$ cat src/hdl/wdt_pkg.sv
// constants, types and operation summary of the fail-safe watchdog timer
// Operation
// - every reset brings the watchdog up enabled and counting without any software action.
// - a disable instruction is accepted at any moment, an enable whenever no disable comes in the same cycle; they stop or resume supervision.
// - an unserviced overflow first raises a prewarning interrupt and afterwards a reset request.
// - the counter is 16 bits wide and advances on system clock ticks divided by 16384 or 256.
// - the counter is loaded from a software-programmed reload value to vary the interval.
// - each service reloads the counter from the reload value and clears the prescaler.
// - after power-up the default reload and prescaler give about 6.5 ms at a 10 MHz clock.
package wdt_pkg;

  // counter and prescaler geometry
  localparam int CNT_WIDTH    = 16;
  localparam int RELOAD_WIDTH = 8;
  localparam int PRE_WIDTH    = 14;
  localparam int LOW_WIDTH    = CNT_WIDTH - RELOAD_WIDTH;

  // prescaler terminal counts, divide by 16384 and by 256
  localparam logic [PRE_WIDTH-1:0] PRE_TERM_SLOW = 14'h3fff;
  localparam logic [PRE_WIDTH-1:0] PRE_TERM_FAST = 14'h00ff;
  localparam logic [PRE_WIDTH-1:0] PRE_ZERO      = 14'h0000;

  // prescaler select encoding
  localparam logic SEL_FAST = 1'b0;
  localparam logic SEL_SLOW = 1'b1;

  // power-up defaults: reload ff00 with /256 gives 65536 clocks, 6.55 ms at 10 MHz
  localparam logic [RELOAD_WIDTH-1:0] DEFAULT_RELOAD = 8'hff;
  localparam logic                    DEFAULT_SEL    = SEL_FAST;
  localparam logic [LOW_WIDTH-1:0]    RELOAD_LOW     = 8'h00;
  localparam logic [CNT_WIDTH-1:0]    CNT_ALL_ONES   = 16'hffff;
  localparam logic [CNT_WIDTH-1:0]    CNT_ONE        = 16'h0001;

  // timing: system clock period and prewarning-to-reset spacing
  localparam int CLK_PERIOD_NS    = 50;
  localparam int PREWARN_TIME_NS  = 1000;
  localparam int PREWARN_CYCLES   = (PREWARN_TIME_NS + CLK_PERIOD_NS - 1) / CLK_PERIOD_NS;
  localparam int PREWARN_CW       = 8;

  // supervision state after an overflow
  typedef enum logic [1:0] {
    st_count,
    st_prewarn,
    st_reset
  } wdt_state_t;

endpackage

$ cat src/hdl/wdt_prescaler.sv
// selectable system clock prescaler producing one-cycle counter ticks
`timescale 1ns/1ps
module wdt_prescaler (
  // clock and reset
  input  wire logic clk,
  input  wire logic rst,
  // control
  input  wire logic run,
  input  wire logic clear,
  input  wire logic slow_select,
  // tick out
  output logic      tick
);

  logic [wdt_pkg::PRE_WIDTH-1:0] count;
  logic [wdt_pkg::PRE_WIDTH-1:0] next_count;
  logic [wdt_pkg::PRE_WIDTH-1:0] terminal;

  // terminal count picks /16384 or /256
  always_comb begin
    terminal = (slow_select == wdt_pkg::SEL_SLOW) ? wdt_pkg::PRE_TERM_SLOW
                                                  : wdt_pkg::PRE_TERM_FAST;
    tick     = run && !clear && (count >= terminal);
  end

  // clear wins over counting so a service restarts a whole prescaler period
  always_comb begin
    if (clear) begin
      next_count = wdt_pkg::PRE_ZERO;
    end else if (!run) begin
      next_count = count;
    end else if (count >= terminal) begin
      next_count = wdt_pkg::PRE_ZERO; // switching select downward still wraps at once
    end else begin
      next_count = count + 1'b1;
    end
  end

  always_ff @(posedge clk) begin
    if (rst) begin
      count <= wdt_pkg::PRE_ZERO;
    end else begin
      count <= next_count;
    end
  end

endmodule

$ cat src/hdl/fail_safe_watchdog_timer.sv
// fail-safe watchdog timer: 16-bit counter, prewarning and reset request
`timescale 1ns/1ps
module fail_safe_watchdog_timer #(
  parameter int PREWARN_CYCLES = wdt_pkg::PREWARN_CYCLES
) (
  // clock and reset
  input  wire logic                           clk,
  input  wire logic                           rst,
  // instruction strobes from the core, one cycle each
  input  wire logic                           service_instruction,
  input  wire logic                           watchdog_disable_instruction,
  input  wire logic                           watchdog_enable_instruction,
  // configuration from the core
  input  wire logic [wdt_pkg::RELOAD_WIDTH-1:0] watchdog_reload_value,
  input  wire logic                           slow_select,
  // events to the system
  output logic                                prewarn_irq,
  output logic                                reset_request,
  // status
  output logic                                enabled,
  output logic                                prewarn_pending,
  output logic [wdt_pkg::CNT_WIDTH-1:0]       count,
  output logic [wdt_pkg::CNT_WIDTH-1:0]       service_margin
);

  // full 16-bit reload image built from the programmed high byte
  function automatic logic [wdt_pkg::CNT_WIDTH-1:0] reload_image(
    input logic [wdt_pkg::RELOAD_WIDTH-1:0] hi
  );
    reload_image = {hi, wdt_pkg::RELOAD_LOW};
  endfunction

  // configuration latches
  logic [wdt_pkg::RELOAD_WIDTH-1:0] reload;
  logic [wdt_pkg::RELOAD_WIDTH-1:0] next_reload;
  logic                             sel;
  logic                             next_sel;

  // reload and select are taken on every service, so a new interval
  // only starts at a service point, never in the middle of one
  always_comb begin
    next_reload = reload;
    next_sel    = sel;
    if (service_instruction) begin
      next_reload = watchdog_reload_value;
      next_sel    = slow_select;
    end
  end

  always_ff @(posedge clk) begin
    if (rst) begin
      reload <= wdt_pkg::DEFAULT_RELOAD;
      sel    <= wdt_pkg::DEFAULT_SEL;
    end else begin
      reload <= next_reload;
      sel    <= next_sel;
    end
  end

  // enable flag
  logic next_enabled;

  // disable wins if both strobes arrive together: the safer reading is
  // impossible, so the last explicit intent of software is honoured
  always_comb begin
    next_enabled = enabled;
    if (watchdog_enable_instruction) begin
      next_enabled = 1'b1;
    end
    if (watchdog_disable_instruction) begin
      next_enabled = 1'b0;
    end
  end

  always_ff @(posedge clk) begin
    if (rst) begin
      enabled <= 1'b1;
    end else begin
      enabled <= next_enabled;
    end
  end

  // prescaler
  logic run;
  logic tick;

  // supervision stops the prescaler as well, so re-enabling continues
  // the interrupted interval instead of starting a fresh one; the price
  // is that a long disable does not shorten the next interval
  assign run = enabled;

  // a service clears the prescaler on the same edge that reloads the counter;
  // the select it sees is the latched one, so a new select only counts from
  // the service edge on, when the cleared prescaler starts its first period
  wdt_prescaler wdt_prescaler_inst (
    .clk         (clk),
    .rst         (rst),
    .run         (run),
    .clear       (service_instruction),
    .slow_select (sel),
    .tick        (tick)
  );

  // watchdog counter
  // power-up count and margin follow from the default reload value
  localparam logic [wdt_pkg::CNT_WIDTH-1:0] POWER_UP_COUNT  =
    {wdt_pkg::DEFAULT_RELOAD, wdt_pkg::RELOAD_LOW};
  localparam logic [wdt_pkg::CNT_WIDTH-1:0] POWER_UP_MARGIN =
    wdt_pkg::CNT_ALL_ONES - POWER_UP_COUNT;

  logic [wdt_pkg::CNT_WIDTH-1:0] next_count;
  logic [wdt_pkg::CNT_WIDTH-1:0] next_service_margin;
  logic                          at_top;
  logic                          overflow;

  // overflow is the tick that would carry out of the all-ones value; the
  // counter then restarts from the latched reload value, so the interval
  // after a prewarning is as long as the one that ran out
  always_comb begin
    at_top   = (count == wdt_pkg::CNT_ALL_ONES);
    overflow = tick && at_top;
  end

  // a service takes the reload value straight from the core, so the
  // counter and the reload latch agree from the service edge onwards;
  // the prescaler never ticks in a service cycle, so the two cannot race
  always_comb begin
    next_count = count;
    if (service_instruction) begin
      next_count = reload_image(watchdog_reload_value);
    end else if (overflow) begin
      next_count = reload_image(reload);
    end else if (tick) begin
      next_count = count + wdt_pkg::CNT_ONE;
    end
    next_service_margin = wdt_pkg::CNT_ALL_ONES - next_count;
  end

  // counter and margin registers; the margin is registered from the next
  // count so it needs no subtractor behind the output pins
  always_ff @(posedge clk) begin
    if (rst) begin
      count          <= POWER_UP_COUNT;
      service_margin <= POWER_UP_MARGIN;
    end else begin
      count          <= next_count;
      service_margin <= next_service_margin;
    end
  end

  // supervision sequence after an overflow
  // once the prewarning is out a service no longer stops the reset request:
  // a program that let the counter run out is not trusted to have recovered
  // prewarning and reset request stand PREWARN_CYCLES edges apart
  localparam int                 WARN_CW   = wdt_pkg::PREWARN_CW;
  localparam logic [WARN_CW-1:0] WARN_LAST = WARN_CW'(PREWARN_CYCLES - 1);
  localparam logic [WARN_CW-1:0] WARN_ZERO = {WARN_CW{1'b0}};

  wdt_pkg::wdt_state_t state;
  wdt_pkg::wdt_state_t next_state;
  logic [WARN_CW-1:0]  warn_count;
  logic [WARN_CW-1:0]  next_warn_count;
  logic                next_prewarn_irq;
  logic                next_reset_request;
  logic                next_prewarn_pending;

  // the prewarning lasts one cycle and gives software a short head start
  // before the reset request; the delay only runs while supervision is
  // on, so a disable in that window also holds the reset back
  always_comb begin
    next_state         = state;
    next_warn_count    = warn_count;
    next_prewarn_irq   = 1'b0;
    next_reset_request = reset_request;
    unique case (state)
      wdt_pkg::st_count: begin
        if (overflow) begin
          next_state       = wdt_pkg::st_prewarn;
          next_warn_count  = WARN_ZERO;
          next_prewarn_irq = 1'b1;
        end
      end
      wdt_pkg::st_prewarn: begin
        if (!enabled) begin
          next_warn_count = warn_count;
        end else if (warn_count == WARN_LAST) begin
          next_state         = wdt_pkg::st_reset;
          next_reset_request = 1'b1;
        end else begin
          next_warn_count = warn_count + 1'b1;
        end
      end
      wdt_pkg::st_reset: begin
        // held until the system resets the block
        next_reset_request = 1'b1;
      end
      default: begin
        next_state         = wdt_pkg::st_reset; // a corrupted code fails safe
        next_reset_request = 1'b1;
      end
    endcase
    next_prewarn_pending = (next_state == wdt_pkg::st_prewarn);
  end

  // supervision registers; the prewarning pulse and the status bit come
  // straight from flip-flops so the interrupt logic sees a clean edge
  always_ff @(posedge clk) begin
    if (rst) begin
      state           <= wdt_pkg::st_count;
      warn_count      <= WARN_ZERO;
      prewarn_irq     <= 1'b0;
      reset_request   <= 1'b0;
      prewarn_pending <= 1'b0;
    end else begin
      state           <= next_state;
      warn_count      <= next_warn_count;
      prewarn_irq     <= next_prewarn_irq;
      reset_request   <= next_reset_request;
      prewarn_pending <= next_prewarn_pending;
    end
  end

endmodule

$ cat config.mk
export PLATFORM = sky130hd
export DESIGN_NAME = fail_safe_watchdog_timer
export DESIGN_NICKNAME = d
export VERILOG_FILES = /design/src/hdl/wdt_pkg.sv /design/src/hdl/wdt_prescaler.sv /design/src/hdl/fail_safe_watchdog_timer.sv
export SDC_FILE = /design/constraint.sdc
export NUM_CORES = 1
export LEC_CHECK = 0
export ABC_AREA = 0
export BUFFER_PORTS_ARGS = -buffer_cell sky130_fd_sc_hd__buf_2
export CORE_ASPECT_RATIO = 1.25
export CORE_MARGIN = 4
export CORE_UTILIZATION = 25
export DETAILED_ROUTE_END_ITERATION = 7
export PLACE_DENSITY = 0.54
export SYNTH_ARGS = -nofsm -noshare
export SYNTH_HDL_FRONTEND = slang
export SYNTH_SLANG_ARGS = --single-unit
$ cat constraint.sdc
create_clock -name clk -period 2.2 [get_ports clk]
set_input_delay 0.33 -clock clk [delete_from_list [all_inputs] [get_ports clk]]
set_output_delay 0.33 -clock clk [all_outputs]
set_load 0.01 [all_outputs]
Word-level counts from Yosys, hierarchy flattened --
Cells that the tools add are included.
Cells by class: add/sub/neg operators 4, magnitude comparators 1, eq/ne operators 9, mux-type cells 19, bitwise operators 1, reductions and logical operators 11
Operators by type and width (number):
- $mux W16 | 3
- $mux W14 | 2
- $mux W8 | 3
- $add A16 B1 Y16 const B | 1
- $eq A16 B16 Y1 const B | 1
- $pmux W8 S2 | 1
- $sub A16 B16 Y16 const A | 1
- $add A14 B1 Y14 const B | 1
- $ge A14 B14 Y1 | 1
- $add A8 B1 Y8 const B | 1
- $eq A8 B5 Y1 const B | 1
- $ne A2 B2 Y1 const B | 4
- $mux W2 | 3
- $pmux W2 S3 | 1
- $mux W1 | 5
- $eq A2 B1 Y1 const B | 2
- $reduce_and A4 Y1 | 1
- $reduce_bool A2 Y1 | 2
- $reduce_or A2 Y1 | 2
- $logic_and A1 B1 Y1 | 3
- $reduce_and A3 Y1 | 1
- $eq A2 B2 Y1 const B | 1
- $logic_not A2 Y1 | 1
- $pmux W1 S2 | 1
- 2 further kinds | 2
Word-level totals: bits in registers 69, input port bits 14, output and inout bits 36, word-level logic and storage cells 56

Longest topological paths before layout --
depth in word-level cells 7, depth in mapped cells 10, mapped depth without buffers 8

By module --
A second synthesis with hierarchy kept.
Second synthesis, totals: cells, all modules 346, area total of the unflattened synthesis 3129.3 um^2
By module, submodules not included:
- fail_safe_watchdog_timer | times used 1, cells an instance 245, area each 2203.4 um^2, seq. area each 1101.1 um^2
- wdt_prescaler | times used 1, cells an instance 101, area each 925.9 um^2, seq. area each 280.3 um^2

Least setup slack after synthesis --
No wires, ideal clock.
path type reg2reg, start register sel, end register service_margin[6] (netlist bit), setup time 0.120 ns, arrival time 2.055 ns, required time 2.080 ns, slack 0.025 ns, stages on the path, launching flop included 11, buffers on the path 2, clock period less this slack 2.175 ns, cells stage by stage dfxtp_1 inv_1 ha_1 a21oi_1 o21ai_0 or3_1 buf_2 nand2_1 o21ai_4 buf_6 or2_1
On the way: cells in the longest elaborated chain, start to end 7, elaborated cells on any way between the ends 8, those cells by class add/sub (1); order compare (1); mux (4); reduce/logical (2)
RTL lines:
- from (decl) | line fail_safe_watchdog_timer.sv:36 | logic sel;
- from (signal assigned) | line fail_safe_watchdog_timer.sv:53 | sel <= wdt_pkg::DEFAULT_SEL;
- from (signal assigned) | line fail_safe_watchdog_timer.sv:56 | sel <= next_sel;
- $mux W14 * | line wdt_prescaler.sv:21 | terminal = (slow_select == wdt_pkg::SEL_SLOW) ? wdt_pkg::PRE_TERM_SLOW
- $ge A14 B14 Y1 * | line wdt_prescaler.sv:23 | tick = run && !clear && (count >= terminal);
- $logic_and A1 B1 Y1 * | line wdt_prescaler.sv:23
- $mux W16 or $logic_and A1 B1 Y1 (tied branches) | line fail_safe_watchdog_timer.sv:133, fail_safe_watchdog_timer.sv:121
- $mux W16 * | line fail_safe_watchdog_timer.sv:131 | end else if (overflow) begin
- $mux W16 * | line fail_safe_watchdog_timer.sv:129 | if (service_instruction) begin
- $sub A16 B16 Y16 * | line fail_safe_watchdog_timer.sv:136 | next_service_margin = wdt_pkg::CNT_ALL_ONES - next_count;
- to (signal assigned) | line fail_safe_watchdog_timer.sv:147 | service_margin <= next_service_margin;
- to (decl) | line fail_safe_watchdog_timer.sv:23 | output logic [wdt_pkg::CNT_WIDTH-1:0] service_margin
Every way passes the cells marked *; elsewhere a longest branch is shown, timed or not. A chain may end at the register's enable or synchronous reset.

Worst setup path in the final report --
start register sel, end register service_margin[10] (netlist bit)
The elaborated chain is that of the path after synthesis.

==> summary.md <==
| Metric | Value |
|---|---|
| Die area | `14200 µm²` |
| Hold Vio Cnt, Final | `0` |
| Top cells by area, synth | `dfxtp_1 (45%), nor2_1 (6.1%), a21oi_1 (3.7%)` |
| Mapped Nets | `372` |
| Fin area | `4420 µm²` |
| Clk slew on worst S/H paths | `60 ps` |
| HP Class | `in -> reg` |
| Multi-input combinational cell area | `1910 µm²` |
| Clock Path Buffers | `2` |
| Synth top area share | `44.7%` |
| Setup crit start kind | `flop` |
| Clock skew | `4.46 ps` |
| Count leader, synth | `dfxtp_1` |
| GRT Residual Overflow | `0` |
| First-pass GRT wire length | `13.1 mm` |
| DRT Pass-1 Iters | `4` |
| Post-synthesis sequential area ratio | `44.7%` |
| Die Ht | `132 µm` |
| Slew @ Worst Pin | `629 ps` |
| Slew Limit Headroom | `57.8%` |
| Placement-stage cell area | `3700 µm²` |
| Post-synth top area cell | `dfxtp_1` |
| Outcome | `complete, but fails checks` |
| Clock Sinks | `69` |
| Vias per cell | `4.61` |
| Synthesis Warnings | `0` |
| Rows | `45` |
| Post-route minimum period | `2280 ps` |
| Sw frac | `24.6%` |
| Req. time, crit path | `2420 ps` |
| Die Width | `107 µm` |
| CTS buffer count | `9` |
| Max VDD drop | `0.000333 V` |
| Filler Cell Count | `1229` |
| Part of the power in combinational logic | `8.1%` |
| Cells after Synth | `349` |
| Critical Path End Type | `flop` |
| H-tree levels | `3` |
| Nets@finish | `455` |
| Initial Util | `25.5%` |
| Post-CTS Hold Buffers | `0` |
| Clock power share | `48.3%` |
| CP Launch Point | `sel` |
| FFs w/ async S/R, synth | `0%` |
| Final Hold Slack | `178 ps` |
| Input/output buffers | `49` |
| CTS tree | `yes` |
| EDFF count, synth | `0` |
| CP max FO | `7` |
| DRC Markers | `0` |
| Syn Area/Cell | `8.86 µm²` |
| RR Startpoint | `sel` |
| Most used DFF post-synth | `dfxtp_1` |
| Worst EP arrival | `2490 ps` |
| Final slew viol count | `0` |
| F_max | `439 MHz` |
| Pint | `2270 µW` |
| Clk Latency, worst-skew pair | `340 ps` |
| Placer Congestion | `0.808` |
| CORE AREA | `12100 µm²` |
| P_leak | `0.00173 µW` |
| Netlist Area Pre-Place | `3090 µm²` |
| Commonest cells in the netlist | `dfxtp_1 (69), nor2_1 (50), nand2_1 (26), a21oi_1 (23)` |
| Pin count of the biggest net entering global routing | `27` |
| Flops & latches, synth | `69` |
| RSZ-0062 raised after global routing | `true` |
| P_sw | `741 µW` |
| Initial antenna violation count | `0` |
| Iter 0 DRT Violations | `122` |
| ANT nets after route | `0` |
| Failing checks | `setup timing` |
| Final WL | `8.24 mm` |
| P&R area growth vs syn | `42.9%` |
| Critical path type | `reg -> reg` |
| Sequential power share | `43.6%` |
| Hold path start | `watchdog_disable_instruction` |
| Power Density | `682 nW/µm²` |
| Dpl hpwl | `5.94 mm` |
| Fin crit share | `103%` |
| Pre-CTS WS | `-216 ps` |
| Via count | `2773` |
| Share of cells above drive strength 1 | `35.7%` |
| Final setup viols | `11` |
| GR Util All Layers | `11.6%` |
| Post-route setup slack | `-76.4 ps` |
| CTS root buf | `clkbuf_16` |
| Number of global-route vias before repair | `2730` |
| Antenna Cells | `0` |
| I/O Pins | `50` |
| Routed len/inst | `13.7 µm` |
| Register area | `1390 µm²` |
| Max-cap violations | `0` |
| Synth cell types | `53` |
## registers in the layout (all words and copies together) (netlist names)
register and flops:
count 16, reset_request 1, reload 8, service_margin 16
prewarn_pending 1, wdt_prescaler_inst.count 14, sel 1, state 2
prewarn_irq 1, enabled 1, warn_count 8
## routing by layer
layer | vias to the layer above | track usage (%) | part of all wire [%]
li1 | 1411 | - | -
met1 | 1297 | 13.5 | 42
met2 | 54 | 19.6 | 51
met3 | 11 | 2.94 | 4.7
met4 | 0 | 5.89 | 1.7
met5 | - | 0 | 0
## layout by cell type (no fill, tap or decap), types with 3 or more instances in the layout
cell	instances
nand2b_1	3
nand3_4	3
clkbuf_16	9
dfxtp_1	68
buf_2	49
mux2i_1	5
o21ai_0	10
ha_4	5
nor3_1	6
nand4_1	9
o31ai_1	3
or2_1	3
and3_1	5
xor2_1	8
or2_2	5
nor2_1	46
inv_6	3
a21oi_1	20
xnor2_1	9
o31a_1	4
nor4_4	3
buf_6	6
a21o_1	5
a21oi_2	3
a41oi_1	3
inv_1	14
buf_4	28
nand2_1	25
nand3_1	12
ha_1	4
nor3_2	4
## layout make-up
class / count / share of cell area, %
Multi-Input combinational cell: 252 / 43.2
Sequential cell: 69 / 31.4
Timing Repair Buffer: 85 / 12.6
Clock buffer: 9 / 5.10
Tap cell: 164 / 4.65
Clock inverter: 7 / 1.67
Inverter: 15 / 1.39
## path summary, 6_finish.rpt
| path | cells after the start | slack [ps] | endpoint |
|---|---|---|---|
| worst max-delay path | 9 | -80 | service_margin[10] |
| worst min-delay path | 2 | 180 | enabled |
| worst max register to register | 9 | -80 | service_margin[10] |
| worst min register to register | 2 | 450 | reload[6] |
## critical path, stage by stage, from the launching register on
cell and delay [ps]:
dfxtp_4 370, inv_6 60, buf_6 120, ha_4 240, nand4_1 120, nor4_4 360, or3_4 260, and2_1 220
a211oi_2 110, a311o_1 300
## logic make-up (layout without fill, tap and decap cells)
family,after synthesis,after routing,synth area share (%)
DFF,69,69,44.7
xor gates and xnor gates,20,20,5.67
adders and majority gates,9,9,3.64
muxes,6,6,1.94
buffers and inverters,28,116,4.13
AOI/OAI and AO/OA,70,70,15.8
and+or+nand+nor,147,147,24.1
## power groups by stage
stage / Combinational [µW] / Clock (µW) / Sequential (µW)
4_1_cts: 224 / 1490 / 1310
3_5_place_dp: 214 / 0 / 1340
6_report: 244 / 1460 / 1310
3_3_place_gp: 210 / 0 / 1340
2_1_floorplan: 112 / 0 / 1350
5_1_grt: 273 / 1530 / 1310
## per-stage QoR
| stage | TNS, ps | util, % | cells | total power [µW] |
|---|---|---|---|---|
| 2_1_floorplan | 0 | - | 349 | 1460 |
| 3_3_place_gp | -1520 | 30.6 | 580 | 1550 |
| 3_5_place_dp | -6830 | 30.6 | 580 | 1550 |
| 4_1_cts | 0 | 34.0 | 599 | 3030 |
| 5_1_grt | -2060 | 36.5 | 601 | 3120 |
| 6_report | -308 | 36.5 | 601 | 3010 |
## what timing repair did
| item | in CTS | in global routing |
|---|---|---|
| buffers inserted | 2 | 2 |
| endpoints found under the setup margin | 53 | 56 |
| resized for setup | 22 | 47 |
| gates cloned | 1 | 0 |
| pin swaps | 6 | 18 |
| hold endpoints to repair | 0 | 0 |
No activity file was read; power rests on OpenSTA's default activity.
